===== src/svdm_pkg.sv =====
// Package of constants for the structured VDM initiator controller
package svdm_pkg;
  // ---------------------------------------------------------------------------
  // Header field positions and encodings
  // ---------------------------------------------------------------------------
  localparam int SVDM_SVID_LSB = 16;
  localparam int SVDM_TYPE_BIT = 15;
  localparam int SVDM_OBJPOS_LSB = 8;
  localparam int SVDM_CTYPE_LSB = 6;
  localparam int SVDM_CMD_LSB = 0;
  localparam logic [15:0] SVDM_PD_SID = 16'hff00;
  localparam logic [1:0] SVDM_CT_INIT = 2'h0;
  localparam logic [1:0] SVDM_CT_ACK = 2'h1;
  localparam logic [1:0] SVDM_CT_NAK = 2'h2;
  localparam logic [1:0] SVDM_CT_BUSY = 2'h3;
  localparam logic [4:0] SVDM_CMD_DISC_ID = 5'h01;
  localparam logic [4:0] SVDM_CMD_DISC_SVID = 5'h02;
  localparam logic [4:0] SVDM_CMD_DISC_MODE = 5'h03;
  localparam logic [4:0] SVDM_CMD_ENTER = 5'h04;
  localparam logic [4:0] SVDM_CMD_EXIT = 5'h05;
  localparam logic [4:0] SVDM_CMD_ATTN = 5'h06;
  localparam logic [2:0] SVDM_POS_ALL = 3'h7;
  localparam logic [2:0] SVDM_MAX_MODES = 3'h6;
  localparam logic [2:0] SVDM_NDO_HDR = 3'h1;
  localparam logic [2:0] SVDM_NDO_MAX = 3'h7;
  // ---------------------------------------------------------------------------
  // Software register map (byte offsets)
  // ---------------------------------------------------------------------------
  localparam logic [7:0] SVDM_REG_CTRL = 8'h00;
  localparam logic [7:0] SVDM_REG_STAT = 8'h04;
  localparam logic [7:0] SVDM_REG_RESP = 8'h08;
  localparam logic [7:0] SVDM_REG_BUSYW = 8'h0c;
  localparam logic [7:0] SVDM_REG_DISC = 8'h10;
  localparam logic [7:0] SVDM_REG_VDO0 = 8'h20;
  localparam int SVDM_VDO_SLOTS = 7;
  // Control word fields
  localparam int SVDM_CTL_GO = 31;
  localparam int SVDM_CTL_PRIME = 30;
  // ---------------------------------------------------------------------------
  // Timing defaults
  // ---------------------------------------------------------------------------
  localparam int SVDM_CLK_HZ = 20000000;
  localparam int SVDM_BUSY_US = 50;
  localparam int SVDM_BUSY_CYC = SVDM_BUSY_US * (SVDM_CLK_HZ / 1000000);
  localparam int SVDM_DISC_MS = 45;
  localparam int SVDM_DISC_CYC = SVDM_DISC_MS * (SVDM_CLK_HZ / 1000);
  localparam int SVDM_DISC_TRIES = 20;
endpackage


===== src/svdm_init_ctrl.sv =====
// Structured VDM initiator controller with APB registers and message port
`timescale 1ns/1ps
// Overview of operation
// - Object position one picks first mode
// - Unused object position sent as zero
// - Requests carry the Initiator command type
// - After BUSY wait before retrying the request
// - Complete only after our GoodCRC is sent; Attention completes on the partner's GoodCRC
// - Initiator is whoever sends the request
// - NAK advises not to retry
// - No soft reset on missing cable GoodCRC
// - Cable discovery repeats on interval, bounded count
// - Identity request uses the standard SID
// - Identity request has one data object
// - Surplus identity objects are dropped quietly
// - Command type codes 00, 01, 10, 11
// - Command codes one to six, rest reserved; 16 to 31 also accepted as SVID-specific
// - Position 111b exits all, 000b reserved
module svdm_init_ctrl
  import svdm_pkg::*;
#(
  parameter int BUSY_CYC = SVDM_BUSY_CYC,
  parameter int DISC_CYC = SVDM_DISC_CYC,
  parameter int DISC_TRIES = SVDM_DISC_TRIES
)(
  input wire logic pclk,
  input wire logic presetn,
  input wire logic psel,
  input wire logic penable,
  input wire logic pwrite,
  input wire logic [7:0] paddr,
  input wire logic [31:0] pwdata,
  output logic [31:0] prdata,
  output logic pready,
  output logic pslverr,
  output logic tx_valid,
  input wire logic tx_ready,
  output logic tx_prime,
  output logic [2:0] tx_ndo,
  output logic [31:0] tx_hdr,
  input wire logic tx_crc_ok,
  input wire logic tx_crc_fail,
  input wire logic rx_valid,
  input wire logic [31:0] rx_hdr,
  input wire logic [2:0] rx_ndo,
  input wire logic [31:0] rx_vdo,
  input wire logic [2:0] rx_vdo_idx,
  input wire logic rx_vdo_valid,
  input wire logic rx_goodcrc_sent,
  output logic mode_change
);
  // Refuse timing values that the counters cannot serve
  if (BUSY_CYC < 1 || DISC_CYC < 1 || DISC_TRIES < 1 || DISC_TRIES > 255) begin : g_bad_param
    $error("svdm_init_ctrl: bad timing parameter");
  end

  typedef enum logic [2:0] {S_IDLE, S_SEND, S_WCRC, S_WRESP, S_WDONE, S_BUSYW,
                            S_DISCW} svdm_st_t;

  typedef struct packed {
    svdm_st_t st;
    logic [31:0] hdr;
    logic prime;
    logic discover;
    logic [1:0] last_ct;
    logic done;
    logic err;
    logic nocable;
    logic [2:0] rx_cnt;
    logic [31:0] busy_cnt;
    logic [31:0] busy_lim;
    logic [31:0] disc_cnt;
    logic [7:0] tries;
    logic [SVDM_VDO_SLOTS*32-1:0] vdo;
    logic chg;
    logic [31:0] rdata;
  } svdm_state_t;

  svdm_state_t cur_ff, nxt_ff;
  logic rsp_hit;
  logic [1:0] rsp_ct;
  logic [2:0] rsp_keep;
  logic wr_go, apb_acc;

  // ---------------------------------------------------------------------------
  // Response decoder
  // ---------------------------------------------------------------------------
  svdm_rx_parse u_parse (
    .hdr(rx_hdr),
    .exp_cmd(cur_ff.hdr[SVDM_CMD_LSB +: 5]),
    .ndo(rx_ndo),
    .is_resp(rsp_hit),
    .ctype(rsp_ct),
    .keep_do(rsp_keep)
  );

  // Build a request header: command type forced to Initiator
  function automatic logic [31:0] mk_hdr(input logic [31:0] w);
    logic [4:0] cmd;
    logic [2:0] pos;
    logic [15:0] svid;
    cmd = w[SVDM_CMD_LSB +: 5];
    pos = w[SVDM_OBJPOS_LSB +: 3]; // index into the mode list as given
    svid = w[SVDM_SVID_LSB +: 16];
    if (cmd == SVDM_CMD_DISC_ID) begin
      svid = SVDM_PD_SID;
    end
    if (cmd != SVDM_CMD_ENTER && cmd != SVDM_CMD_EXIT && cmd != SVDM_CMD_ATTN) begin
      pos = 3'h0;
    end else if (cmd == SVDM_CMD_ENTER && pos == SVDM_POS_ALL) begin
      pos = 3'h0;
    end
    mk_hdr = {svid, 1'b1, 2'h0, 2'h0, pos, SVDM_CT_INIT, 1'b0, cmd};
  endfunction

  // Command code is one of the six defined ones or SVID-specific
  function automatic logic cmd_ok(input logic [4:0] c);
    cmd_ok = (c >= SVDM_CMD_DISC_ID && c <= SVDM_CMD_ATTN) || c[4];
  endfunction

  assign apb_acc = psel && penable;
  assign wr_go = apb_acc && pwrite && (paddr == SVDM_REG_CTRL) && pwdata[SVDM_CTL_GO];
  assign pready = 1'b1;

  // ---------------------------------------------------------------------------
  // Next-state logic
  // ---------------------------------------------------------------------------
  always_comb begin
    nxt_ff = cur_ff;
    nxt_ff.chg = 1'b0;
    // APB writes
    if (apb_acc && pwrite) begin
      if (paddr == SVDM_REG_BUSYW) begin
        nxt_ff.busy_lim = (pwdata == 32'h0) ? 32'h1 : pwdata;
      end else if (paddr == SVDM_REG_STAT) begin
        nxt_ff.done = cur_ff.done & ~pwdata[0];
        nxt_ff.err = cur_ff.err & ~pwdata[1];
        nxt_ff.nocable = cur_ff.nocable & ~pwdata[2];
      end
    end
    case (cur_ff.st)
      S_IDLE: begin
        if (wr_go && cmd_ok(pwdata[4:0])) begin
          nxt_ff.hdr = mk_hdr(pwdata);
          nxt_ff.prime = pwdata[SVDM_CTL_PRIME];
          nxt_ff.discover = apb_acc && (paddr == SVDM_REG_CTRL) && pwdata[29]
                            && pwdata[4:0] == SVDM_CMD_DISC_ID;
          nxt_ff.tries = 8'h0;
          nxt_ff.done = 1'b0;
          nxt_ff.err = 1'b0;
          nxt_ff.st = S_SEND;
        end else if (wr_go) begin
          nxt_ff.err = 1'b1;
        end
      end
      S_SEND: begin
        if (tx_ready) begin
          nxt_ff.st = S_WCRC;
        end
      end
      S_WCRC: begin
        if (tx_crc_ok) begin
          // Attention expects no response
          nxt_ff.st = (cur_ff.hdr[4:0] == SVDM_CMD_ATTN) ? S_IDLE : S_WRESP;
          nxt_ff.done = (cur_ff.hdr[4:0] == SVDM_CMD_ATTN) | cur_ff.done;
          nxt_ff.rx_cnt = 3'h0;
        end else if (tx_crc_fail) begin
          if (cur_ff.prime && cur_ff.hdr[4:0] == SVDM_CMD_DISC_ID) begin
            // No soft reset; flag a possibly non-capable cable
            nxt_ff.nocable = 1'b1;
            if (cur_ff.discover && cur_ff.tries < 8'(DISC_TRIES - 1)) begin
              nxt_ff.tries = cur_ff.tries + 8'h1;
              nxt_ff.disc_cnt = 32'h0;
              nxt_ff.st = S_DISCW;
            end else begin
              nxt_ff.st = S_IDLE;
            end
          end else begin
            nxt_ff.err = 1'b1;
            nxt_ff.st = S_IDLE;
          end
        end
      end
      S_WRESP: begin
        if (rx_valid && rsp_hit) begin
          nxt_ff.last_ct = rsp_ct;
          nxt_ff.rx_cnt = rsp_keep;
          nxt_ff.st = S_WDONE;
        end
        if (rx_vdo_valid && rx_vdo_idx < SVDM_NDO_MAX) begin
          nxt_ff.vdo[32*rx_vdo_idx +: 32] = rx_vdo;
        end
      end
      S_WDONE: begin
        // Completion only once our GoodCRC for the response is out
        if (rx_goodcrc_sent) begin
          if (cur_ff.last_ct == SVDM_CT_BUSY) begin
            nxt_ff.busy_cnt = 32'h0;
            nxt_ff.st = S_BUSYW;
          end else begin
            nxt_ff.done = 1'b1;
            nxt_ff.err = (cur_ff.last_ct == SVDM_CT_NAK);
            nxt_ff.chg = (cur_ff.last_ct == SVDM_CT_ACK)
                         && (cur_ff.hdr[4:0] == SVDM_CMD_ENTER
                             || cur_ff.hdr[4:0] == SVDM_CMD_EXIT);
            nxt_ff.st = S_IDLE;
          end
        end
      end
      S_BUSYW: begin
        nxt_ff.busy_cnt = cur_ff.busy_cnt + 32'h1;
        if (cur_ff.busy_cnt + 32'h1 >= cur_ff.busy_lim) begin
          nxt_ff.st = S_SEND;
        end
      end
      S_DISCW: begin
        nxt_ff.disc_cnt = cur_ff.disc_cnt + 32'h1;
        if (cur_ff.disc_cnt + 32'h1 >= 32'(DISC_CYC)) begin
          nxt_ff.st = S_SEND;
        end
      end
      default: nxt_ff.st = S_IDLE;
    endcase
    // Read mux
    if (paddr == SVDM_REG_CTRL) begin
      nxt_ff.rdata = cur_ff.hdr;
    end else if (paddr == SVDM_REG_STAT) begin
      nxt_ff.rdata = {21'h0, cur_ff.tries[7:0], cur_ff.nocable, cur_ff.err, cur_ff.done};
      nxt_ff.rdata[31] = (cur_ff.st != S_IDLE);
    end else if (paddr == SVDM_REG_RESP) begin
      nxt_ff.rdata = {27'h0, cur_ff.rx_cnt, cur_ff.last_ct};
    end else if (paddr == SVDM_REG_BUSYW) begin
      nxt_ff.rdata = cur_ff.busy_lim;
    end else if (paddr == SVDM_REG_DISC) begin
      nxt_ff.rdata = 32'(DISC_TRIES);
    end else if (paddr >= SVDM_REG_VDO0 && paddr < SVDM_REG_VDO0 + 8'h1c) begin
      nxt_ff.rdata = cur_ff.vdo[32*(paddr[4:2]) +: 32];
    end else begin
      nxt_ff.rdata = 32'h0;
    end
  end

  // ---------------------------------------------------------------------------
  // State register
  // ---------------------------------------------------------------------------
  always_ff @(posedge pclk or negedge presetn) begin
    if (!presetn) begin
      cur_ff <= '0;
      cur_ff.busy_lim <= 32'(BUSY_CYC);
    end else begin
      cur_ff <= nxt_ff;
    end
  end

  // Read data is registered in the setup cycle and stands through the access cycle
  always_comb begin
    prdata = cur_ff.rdata;
  end
  assign pslverr = 1'b0;
  assign tx_valid = (cur_ff.st == S_SEND); // this block is always the initiator
  assign tx_hdr = cur_ff.hdr;
  assign tx_prime = cur_ff.prime;
  assign tx_ndo = SVDM_NDO_HDR;
  assign mode_change = cur_ff.chg;

  // ---------------------------------------------------------------------------
  // Checks
  // ---------------------------------------------------------------------------
  property p_init_type;
    @(posedge pclk) disable iff (!presetn)
      tx_valid |-> tx_hdr[SVDM_CTYPE_LSB +: 2] == SVDM_CT_INIT;
  endproperty
  a_init_type: assert property (p_init_type) else $error("request not Initiator");

  property p_zero_pos;
    @(posedge pclk) disable iff (!presetn)
      (tx_valid && tx_hdr[4:0] < SVDM_CMD_ENTER) |-> tx_hdr[10:8] == 3'h0;
  endproperty
  a_zero_pos: assert property (p_zero_pos) else $error("unused position nonzero");

  property p_sid;
    @(posedge pclk) disable iff (!presetn)
      (tx_valid && tx_hdr[4:0] == SVDM_CMD_DISC_ID) |-> tx_hdr[31:16] == SVDM_PD_SID;
  endproperty
  a_sid: assert property (p_sid) else $error("identity SVID wrong");

  property p_ndo;
    @(posedge pclk) disable iff (!presetn)
      tx_valid |-> tx_ndo == 3'h1;
  endproperty
  a_ndo: assert property (p_ndo) else $error("request object count wrong");

  property p_busy_hold;
    @(posedge pclk) disable iff (!presetn)
      (cur_ff.st == S_WDONE && rx_goodcrc_sent && cur_ff.last_ct == SVDM_CT_BUSY)
        |=> !tx_valid [*1] ##0 (cur_ff.st == S_BUSYW);
  endproperty
  a_busy_hold: assert property (p_busy_hold) else $error("retry before wait");

  property p_done_crc;
    @(posedge pclk) disable iff (!presetn)
      $rose(mode_change) |-> $past(rx_goodcrc_sent);
  endproperty
  a_done_crc: assert property (p_done_crc) else $error("change before GoodCRC");

  property p_no_exit_all_enter;
    @(posedge pclk) disable iff (!presetn)
      (tx_valid && tx_hdr[4:0] == SVDM_CMD_ENTER) |-> tx_hdr[10:8] != 3'h7;
  endproperty
  a_no_exit_all_enter: assert property (p_no_exit_all_enter) else $error("111b on enter");

  property p_cable;
    @(posedge pclk) disable iff (!presetn)
      (cur_ff.st == S_WCRC && tx_crc_fail && cur_ff.prime && cur_ff.hdr[4:0] == 5'h01)
        |=> cur_ff.nocable;
  endproperty
  a_cable: assert property (p_cable) else $error("cable flag not set");
endmodule


===== src/svdm_rx_parse.sv =====
// Response header decoder for the structured VDM initiator
`timescale 1ns/1ps
module svdm_rx_parse
  import svdm_pkg::*;
(
  input wire logic [31:0] hdr,
  input wire logic [4:0] exp_cmd,
  input wire logic [2:0] ndo,
  output logic is_resp,
  output logic [1:0] ctype,
  output logic [2:0] keep_do
);
  // ---------------------------------------------------------------------------
  // Match a response to the outstanding command
  // ---------------------------------------------------------------------------
  always_comb begin
    ctype = hdr[SVDM_CTYPE_LSB +: 2];
    is_resp = hdr[SVDM_TYPE_BIT] && (hdr[SVDM_CMD_LSB +: 5] == exp_cmd)
              && (ctype != SVDM_CT_INIT);
    // Surplus objects beyond the stored slots are dropped silently
    keep_do = (ndo > SVDM_NDO_MAX) ? SVDM_NDO_MAX : ndo;
  end
endmodule


===== config.mk =====
export PLATFORM = sky130hd
export DESIGN_NAME = svdm_init_ctrl
export DESIGN_NICKNAME = d
export VERILOG_FILES = /design/src/svdm_pkg.sv /design/src/svdm_init_ctrl.sv /design/src/svdm_rx_parse.sv
export SDC_FILE = /design/constraint.sdc
export NUM_CORES = 1
export LEC_CHECK = 0
export BUFFER_PORTS_ARGS = -buffer_cell sky130_fd_sc_hd__buf_2
export CORE_MARGIN = 5
export CORE_UTILIZATION = 30
export DETAILED_ROUTE_END_ITERATION = 6
export PLACE_DENSITY = 0.47
export RECOVER_POWER = 25
export SYNTH_ARGS = -nofsm -noshare
export SYNTH_HDL_FRONTEND = slang
export SYNTH_SLANG_ARGS = --single-unit

===== constraint.sdc =====
create_clock -name pclk -period 3.8 [get_ports pclk]
set_input_delay 0.95 -clock pclk [delete_from_list [all_inputs] [get_ports pclk]]
set_output_delay 0.95 -clock pclk [all_outputs]
set_load 0.03 [all_outputs]

==> results.cfg, run 1 <==
[cts]
worstSkewPairLatency_ns = 0.61
cts_tree = built
clk_pin_slew_ns = 0.06
cts_buffers = 47
post-cts-setup-buffer-count = 0
cts_sinks = 399
cts.path.max_buffers = 3
cts_hold_buffers = 0
cts_root_buf = clkbuf_16
htree_levels = 2

[logic_synthesis]
yosysWarnings = 0
avgSynthCellArea_um2 = 9.83
netlist_area_um2 = 20800
synth-async-reset-ratio = 1.00
ys.flop_type = dfrtp_1
seq_area_frac_synth = 0.480
synthDistinctLibCells = 82
ys_seq_elements = 399
synth_edf_count = 0
synthCells = 2120

[power]
power.share.clock = 0.511
leakagePower_nw = 11.0
p_switching_mw = 2.29
internal-power_mw = 7.43
swShare = 0.236
power_frac_seq = 0.439
ir_worst_vdd_uv = 342
combPwrFrac = 0.050
cellPowerDensity_nw_per_um2 = 400

[final_layout]
nNetsFinal = 2377
instances_no_fill = 3193
drive_gt1_frac = 0.237
final_common_cell = dfrtp_1
syn2layout_area_growth_pct = 16.8
final_cell_mix = 393 x dfrtp_1, 326 x nand2_1, 241 x o21ai_0
nFillCells = 7040

[placement]
globalplace.congestion = 0.889
dp_cells = 3101
detailedPlace.worstSlack_ns = 0.00815
port_buffers = 156
dp_hpwl_um = 46100

[timing]
period_minus_slack_ns = 3.68
hold_viol = 0
period_share = 0.970
rsz0062_at_grt = no
setup_viol = 0
fmax_ghz = 0.271
setup_tns_ns = 0
relSlewSlack = -0.307
layout_setup_ws_ns = 0.116
drv_slew = 63
fin_skew_ns = 0.0275
worst_pin_slew_ns = 1.96

[job]
cap_viol_max_count = 1

[die]
dieArea_um2 = 74800
ios = 193
num_rows = 96
coreArea_um2 = 68700
die_w_um = 274
die_y_um = 274
initial_core_util = 0.303

[critical_path]
path_class = reg -> reg
cp_max_fo = 4
cp_data_required_time_ns = 4.30
critPathArrivalTime_ns = 4.18
cp-end-kind = register
start_kind = register
r2r_slack_ns = 0.12

[detailed_routing]
firstDrtPassIters = 5
vias_per_cell = 5.12
via_count = 16400
ant_nets = 0
drc = 0
routed_wirelength_um = 66500
drtIter0Drc = 1003
wl_per_cell_um = 20.8

[grt]
grt_use_total = 0.175
grt_max_degree = 96
grt_pass1_vias = 16300
grt_pass1_wl_um = 102000
antenna_found_initial = 14
grt.overflow.total = 0

[worst_hold_path]
min_path_type = reg -> reg

[outcome]
status = complete, but fails checks
failed_checks = capacitance limit, slew limit
[timing repair]
item | in CTS | in global routing
setup endpoints to repair | 1 | 3
pin swaps | 0 | 4
gates resized for setup | 1 | 9
[synth_stat cells, drive strengths merged (3+ instances only)]
master    n  area, um2
or3      10       62.6
and2     12       76.3
dfstp     6        158
and3     12       75.1
inv      50        188
mux2i    39        390
o22a      3       26.3
o22ai    13       81.3
nor4     17        119
nand4    25        186
mux2    130       1460
ha       37        463
buf      98        664
a22oi    16        120
nand2b    7       43.8
a22o     20        175
dfrtp   393       9830
or4       4       33.8
o21ai   243       1220
o21a      3       22.5
nor3     34        196
xor2     21        184
a21oi    77        389
o311ai    3       26.3
nor3b     5       37.5
o211ai   20        150
mux4     33        743
nor2    134        505
nand2   328       1230
nand3    73        393
nand3b    6       45.0
a211oi   12       90.1
a31oi    15       93.8
or2       5       31.3
o41ai     8       70.1
nor2b     5       31.3
o31ai    22        165
xnor2    23        201
clkbuf  106        398
and4     12        108
a21o      9       67.6
and3b     3       26.3
[final cells by class]
cell class	instances	area [um2]	share of cell area
inverters	50	188	0.00771
well taps	931	1160	0.0479
diodes	5	12.5	0.000514
clock inverters	21	375	0.0154
flip-flops and latches	399	9990	0.411
multi-input cells	1477	9720	0.399
repair buffers	244	1540	0.0633
clock buffers	66	1350	0.0554
[critical path, cell delays in order, from the launching register on]
cell and delay, ns:
dfrtp_1 0.35, and4_1 0.28, nand4_1 0.14, or4_1 0.64, nor2_2 0.20, nand4_1 0.16
xnor2_1 0.16, ha_1 0.29, nand4_1 0.10, o211ai_1 0.36, buf_4 0.18, o221ai_2 0.12
a211oi_1 0.25, mux2_2 0.36
[per-layer routing]
metal / routed length (um) / vias up / global-route usage / part of all wire
met2: 30700 / 400 / 0.278 / 0.46
met4: 1630 / 8 / 0.0467 / 0.024
li1: - / 7666 / - / -
met5: 42 / - / 0 / 0.00063
met1: 31000 / 8184 / 0.249 / 0.47
met3: 3180 / 105 / 0.0294 / 0.048
[per-stage QoR]
stage / cell area (um2) / total power, mW / hold WS (ns) / util
floorplan: 20900 / 4.55 / 0.435 / -
global placement: 22600 / 4.84 / 0.457 / 0.329
detailed placement: 22600 / 4.85 / 0.468 / 0.329
CTS: 24300 / 9.87 / 0.302 / 0.354
global route: 24300 / 10.1 / 0.497 / 0.354
finish: 24300 / 9.73 / 0.475 / 0.354
[kinds of logic after synthesis]
logic type	share of synthesized area
buffers and inverters	0.0600
AND/OR/NAND/NOR	0.157
XOR/XNOR	0.0185
flip-flops	0.480
AO/OA/AOI/OAI	0.138
other	0.000360
adder cells (fa/ha/maj)	0.0222
multiplexers	0.125
[path summary, 6_finish.rpt]
kind	end	cells after the start	startpoint
min	cur_ff[124]	2	cur_ff[124]
min reg2reg	cur_ff[124]	2	cur_ff[124]
min in group asynchronous	cur_ff[283]	1	presetn
max	cur_ff[404]	13	cur_ff[336]
max reg2reg	cur_ff[404]	13	cur_ff[336]
max in group asynchronous	cur_ff[359]	2	presetn
[power groups by stage]
| stage | Combinational, mW | Sequential [mW] | Clock (mW) |
|---|---|---|---|
| after floorplan | 0.209 | 4.35 | 0 |
| after global placement | 0.492 | 4.35 | 0 |
| after detailed placement | 0.496 | 4.35 | 0 |
| after CTS | 0.497 | 4.27 | 5.10 |
| after global routing | 0.536 | 4.27 | 5.26 |
| final | 0.483 | 4.27 | 4.97 |
[sequential cells by signal, indices dropped and copies added, names as in the netlist]
name / count
cur_ff: 340
prdata: 32
tx_hdr: 25
mode_change: 1
tx_prime: 1
No activity file was read; power rests on OpenSTA's default activity.
==> run 2, diff against run 1 <==
- SYNTH_HIERARCHICAL: unset -> 1
==> run 2 against run 1 <==
- the flow still finishes with violations (capacitance limit, slew limit)
- die area fell by 0.89%
- non-clock buffer count fell by 26
- core utilization fell by 0.67 points
- clock power barely moved
- synthesized cell count fell by 2.4%
- first-iteration DRC count fell by 4.4%
- sequential power rose by 36%
- combinational power rose to 5.3 times the previous value
- fmax rose by 6.3%
- final area fell by 2.2%
- critical path type unchanged
- largest cell class unchanged
- largest power group is now registers
- highest routed layer unchanged
==> results.cfg, run 2 <==
[outcome]
status = complete, but fails checks
failed_checks = capacitance limit, slew limit

[timing]
period_minus_slack_ns = 3.47
setup_viol = 0
setup_tns_ns = 0
fin_skew_ns = 0.0265
rsz0062_at_grt = no
fmax_ghz = 0.288
hold_ws_ns = 0.476
hold_viol = 0
relSlewSlack = -0.559
drv_slew = 75
period_share = 0.912
worst_pin_slew_ns = 2.34
layout_setup_ws_ns = 0.334

[critical_path]
critPathArrivalTime_ns = 3.93
path_cells = and3_1 > and4_1 > nand3_1 > nor2_1 > nand3_1 > xnor2_1 > ha_1 > a21o_1 > a21o_1 > a21oi_1 > nor2_1 > o41a_2 > a211oi_1 > a211oi_2
cp-end-kind = register
cp_max_fo = 7
path_delay_family = compound AO/OA/AOI/OAI gates
crit_cells = 14
path_class = reg -> reg
slowest_delay_ns = 0.47
start_kind = register
worstRegToRegCells = 14
cp_data_required_time_ns = 4.27
crit_slowest_cell = o41a_2
timing.critical_path.buf_inv = 0

[die]
initial_core_util = 0.302
die_y_um = 272
num_rows = 96
die_w_um = 272
ios = 193
dieArea_um2 = 74200
coreArea_um2 = 68500

[logic_synthesis]
netlist_area_um2 = 20600
synth_edf_count = 0
avgSynthCellArea_um2 = 9.97
synth-simple-area-share = 0.147
seq_area_frac_synth = 0.484
synthXorXnorAreaFrac = 0.0178
synth_area_leaders = dfrtp_1 48%, o21ai_0 6.3%, mux2_2 6.3%, nand2_1 5.9%, mux4_2 3.8%
synthDistinctLibCells = 78
synth.top_cell.area_share = 0.476
synth-async-reset-ratio = 1.00
synthCells = 2070
synthTopCellsByCount = 393 x dfrtp_1, 326 x nand2_1, 261 x o21ai_0, 116 x mux2_2, 105 x nor2_1
synth.most_common_cell = dfrtp_1
synthAdderAreaFrac = 0.0224
synth_top_area_cell = dfrtp_1
yosysWarnings = 6
muxShareOfSynthArea = 0.118
synth_top_family_by_area = compound AO/OA/AOI/OAI gates
synth-compound-area-share = 0.148
ys.flop_type = dfrtp_1
ys_seq_elements = 399

[final_layout]
nNetsFinal = 2301
final_util = 0.348
final_cell_mix = 392 x dfrtp_1, 325 x nand2_1, 260 x o21ai_0
drive_gt1_frac = 0.223
final_common_cell = dfrtp_1
syn2layout_area_growth_pct = 15.3
top_register = cur_ff
nFillCells = 6952
largest_reg_flops = 340

[grt]
grt_max_degree = 77
grt_use_total = 0.171
antenna_found_initial = 13
grt_pass1_vias = 16300
grt_pass1_wl_um = 100000
grt.overflow.total = 0

[cts]
cts_hold_buffers = 0
worstSkewPairLatency_ns = 0.61
htree_levels = 2
cts_sinks = 399
cts.path.max_buffers = 3
cts_tree = built
clk_pin_slew_ns = 0.06
cts_root_buf = clkbuf_16
cts_buffers = 46

[detailed_routing]
ant_nets = 0
vias_per_cell = 5.17
firstDrtPassIters = 7
wl_per_cell_um = 20.9
routed_wirelength_um = 64000
drtIter0Drc = 959
drc = 0
via_count = 15900

[power]
combPwrFrac = 0.192
cellPowerDensity_nw_per_um2 = 562
power.share.clock = 0.374
p_switching_mw = 4.08
ir_worst_vdd_uv = 324
internal-power_mw = 9.28
power_frac_seq = 0.434
swShare = 0.305
leakagePower_nw = 11.1

[placement]
detailedPlace.worstSlack_ns = 0.262
globalplace.congestion = 0.839
dp_hpwl_um = 44000
port_buffers = 156

[job]
cap_viol_max_count = 1

[worst_hold_path]
min_path_type = reg -> reg
hold_depth = 2
## run 2: cell types whose count changed after synthesis, moves of 13 or more
cell | before | now
buf_2 | 18 | 38
clkbuf_1 | 106 | 84
nor2_1 | 133 | 105
o211ai_1 | 20 | 33
o21ai_0 | 242 | 261
mux2_2 | 130 | 116
a21oi_1 | 76 | 50
## run 2: layer usage
metal,vias up,GRT usage,routed length (um)
li1,7480,-,-
met1,7963,0.241,29900
met2,313,0.274,29500
met3,90,0.0312,3040
met4,8,0.0423,1490
met5,-,0,55
## run 2: final timing paths
kind | slack (ns) | endpoint | start
hold reg to reg | 0.48 | cur_ff[111] | cur_ff[111]
min in group asynchronous | 1.02 | tx_prime | presetn
setup reg to reg | 0.33 | cur_ff[403] | cur_ff[342]
hold / removal | 0.48 | cur_ff[111] | cur_ff[111]
max in group asynchronous | 0.77 | cur_ff[42] | presetn
setup / recovery | 0.33 | cur_ff[403] | cur_ff[342]
## run 2: layout make-up
cell class	instances	area (um2)	area share
Antenna cell	5	12.5	0.000526
Clock buffer	65	1330	0.0560
Clock inverter	18	390	0.0164
Inverter	47	176	0.00741
Multi-Input combinational cell	1431	9470	0.398
Sequential cell	399	9990	0.420
Tap cell	882	1100	0.0464
Timing Repair Buffer	218	1320	0.0555
## run 2: logic make-up (layout without fill, tap and decap cells)
family          after synthesis  after routing
fa+ha+maj                    37             37
mux                         186            186
buf+inv                     250            348
other cells                   2             17
xor+xnor                     42             42
simple gates                648            648
flops                       399            399
compound gates              506            506
## run 2: power by group through the flow
stage | clock, mW | combinational, mW | sequential [mW]
6_report | 4.99 | 2.57 | 5.80
2_1_floorplan | 0 | 2.01 | 5.54
4_1_cts | 5.14 | 2.60 | 5.79
3_5_place_dp | 0 | 2.59 | 5.86
3_3_place_gp | 0 | 2.52 | 5.82
5_1_grt | 5.31 | 2.90 | 5.92
## run 2: repair_timing
| action | CTS | global route |
|---|---|---|
| buffers inserted | 0 | 2 |
| setup endpoints to repair | 0 | 1 |
| gates resized for setup | 0 | 1 |
## run 2: stage by stage
| step | total power, mW | area [um2] | std cells |
|---|---|---|---|
| 3_3_place_gp | 8.34 | 22100 | 2975 |
| 6_report | 13.4 | 23800 | 3065 |
| 5_1_grt | 14.1 | 23800 | 3062 |
| 3_5_place_dp | 8.45 | 22100 | 2975 |
| 4_1_cts | 13.5 | 23800 | 3058 |
| 2_1_floorplan | 7.55 | 20700 | 2080 |
## run 2: worst min-delay path, cell delays in order, from the launching register on
cell and delay [ns]:
dfrtp_1 0.33, nand2_1 0.04, o21ai_0 0.06
==> run 3, diff against run 2 <==
- CORE_UTILIZATION: 30 -> 49
- PLACE_DENSITY: 0.47 -> 0.69
==> run 3 against run 2 <==
- the run still ends with capacitance limit, slew limit left
- hold slack improved by 0.00083 ns
- via count increased by 1.6%
- combinational power barely moved
- core utilization is 20 points higher
- non-clock buffer count fell by 16
- wire length fell by 12%
- cell count down 12%
==> results.cfg, run 3 (synthesis gave the netlist of run 2 again) <==
[timing]
fin_skew_ns = 0.0176
setup_tns_ns = 0
drv_slew = 50
hold_viol = 0
relSlewSlack = -0.761
period_share = 0.924
fmax_ghz = 0.285
rsz0062_at_grt = no
period_minus_slack_ns = 3.51
worst_pin_slew_ns = 2.64
setup_viol = 0

[die]
coreArea_um2 = 41900
die_w_um = 215
ios = 193
dieArea_um2 = 46300
initial_core_util = 0.493
die_y_um = 215
num_rows = 75

[critical_path]
path_delay_family = compound AO/OA/AOI/OAI gates
timing.critical_path.buf_inv = 1
crit_cells = 13
r2r_slack_ns = 0.29
cp-end-kind = register
crit_start = cur_ff[329]
worstRegToRegCells = 13
path_cells = ha_1 > inv_1 > nor4_4 > nand3_1 > nor3_2 > xor2_1 > ha_1 > a21o_1 > a21oi_1 > nor2_1 > o41a_2 > a211oi_1 > a211oi_2
path_class = reg -> reg
critPathArrivalTime_ns = 3.94
crit_end = cur_ff[403]
r2r-end = cur_ff[403]
r2r-start = cur_ff[329]
crit_slowest_cell = o41a_2
start_kind = register
slowest_delay_ns = 0.48
cp_max_fo = 6
cp_common_cell = ha_1
cp_data_required_time_ns = 4.23

[final_layout]
top_register = cur_ff
syn2layout_area_growth_pct = 11.9
drive_gt1_frac = 0.217
largest_reg_flops = 340
final_common_cell = dfrtp_1
nNetsFinal = 2283
final_cell_mix = 392 x dfrtp_1, 325 x nand2_1, 260 x o21ai_0

[cts]
htree_levels = 2
post-cts-setup-buffer-count = 0
cts_sinks = 399
cts_tree = built
cts_hold_buffers = 0
cts.path.max_buffers = 3
cts_root_buf = clkbuf_16
worstSkewPairLatency_ns = 0.57
clk_pin_slew_ns = 0.06
cts_buffers = 44

[detailed_routing]
drc = 0
vias_per_cell = 5.96
firstDrtPassIters = 5
ant_nets = 0
drtIter0Drc = 1517
wl_per_cell_um = 20.7
routed_wirelength_um = 56000
via_count = 16100

[outcome]
status = complete, but fails checks
failed_checks = capacitance limit, slew limit

[worst_hold_path]
min_path_type = reg -> reg

[power]
cellPowerDensity_nw_per_um2 = 550
total_power_mw = 12.7
ir_worst_vdd_uv = 314
leakagePower_nw = 10.9

[grt]
grt_pass1_vias = 16000
grt.overflow.total = 0
grt_use_total = 0.239
grt_max_degree = 101
grt_pass1_wl_um = 89500
antenna_found_initial = 15

[job]
cap_viol_max_count = 1

[placement]
globalplace.congestion = 0.926
port_buffers = 156
dp_hpwl_um = 38400
-- run 3: worst min-delay path by stage --
stage                  end  depth (start not counted)        start  slack (ns)
2_1_floorplan  cur_ff[369]                          2  cur_ff[369]        0.44
3_3_place_gp   cur_ff[103]                          2  cur_ff[103]        0.46
3_5_place_dp   cur_ff[369]                          2  cur_ff[369]        0.46
4_1_cts         tx_hdr[22]                          1      presetn        0.30
5_1_grt        cur_ff[248]                          2  cur_ff[248]        0.50
6_report       cur_ff[108]                          2  cur_ff[108]        0.48
-- run 3: routing by layer --
layer,GRT usage,routed length (um)
met5,0,103
met4,0.0689,1470
met3,0.0498,3950
met2,0.383,26300
met1,0.332,24200
-- run 3: worst reg2reg max path, cell delays in order, from the launching register on --
cell and delay (ns):
dfrtp_1 0.42, ha_1 0.28, inv_1 0.13, nor4_4 0.35
nand3_1 0.23, nor3_2 0.25, xor2_1 0.21, ha_1 0.27
a21o_1 0.16, a21oi_1 0.18, nor2_1 0.07, o41a_2 0.48
a211oi_1 0.28, a211oi_2 0.07
-- run 3: layout make-up --
cell class                 count  area [um2]
antenna                        6        15.0
clock buffer                  62        1290
clock inverter                16         210
fill                        3617       18800
inverter                      47         176
multi-input combinational   1431        9480
sequential                   399        9990
tap                          539         674
timing repair buffer         202        1260
-- run 3: timing repair --
action,CTS,global route
hold endpoints to repair,0,0
setup endpoints to repair,0,3
gates resized for setup,0,3
-- run 3: stage by stage --
step	hold slack [ns]	setup slack (ns)	instances	utilization	area, um2
5_1_grt	0.498	0.00514	2699	0.552	23100
2_1_floorplan	0.435	0.441	2080	-	20700
4_1_cts	0.301	0.282	2696	0.552	23100
3_5_place_dp	0.460	0.282	2618	0.516	21600
3_3_place_gp	0.458	0.307	2618	0.516	21600
6_report	0.477	0.290	2702	0.552	23100
-- run 3: report_power, final --
part	internal [mW]	switching (mW)
clock network	2.64	1.75
logic	1.14	1.41
registers	5.06	0.714
total	8.84	3.87
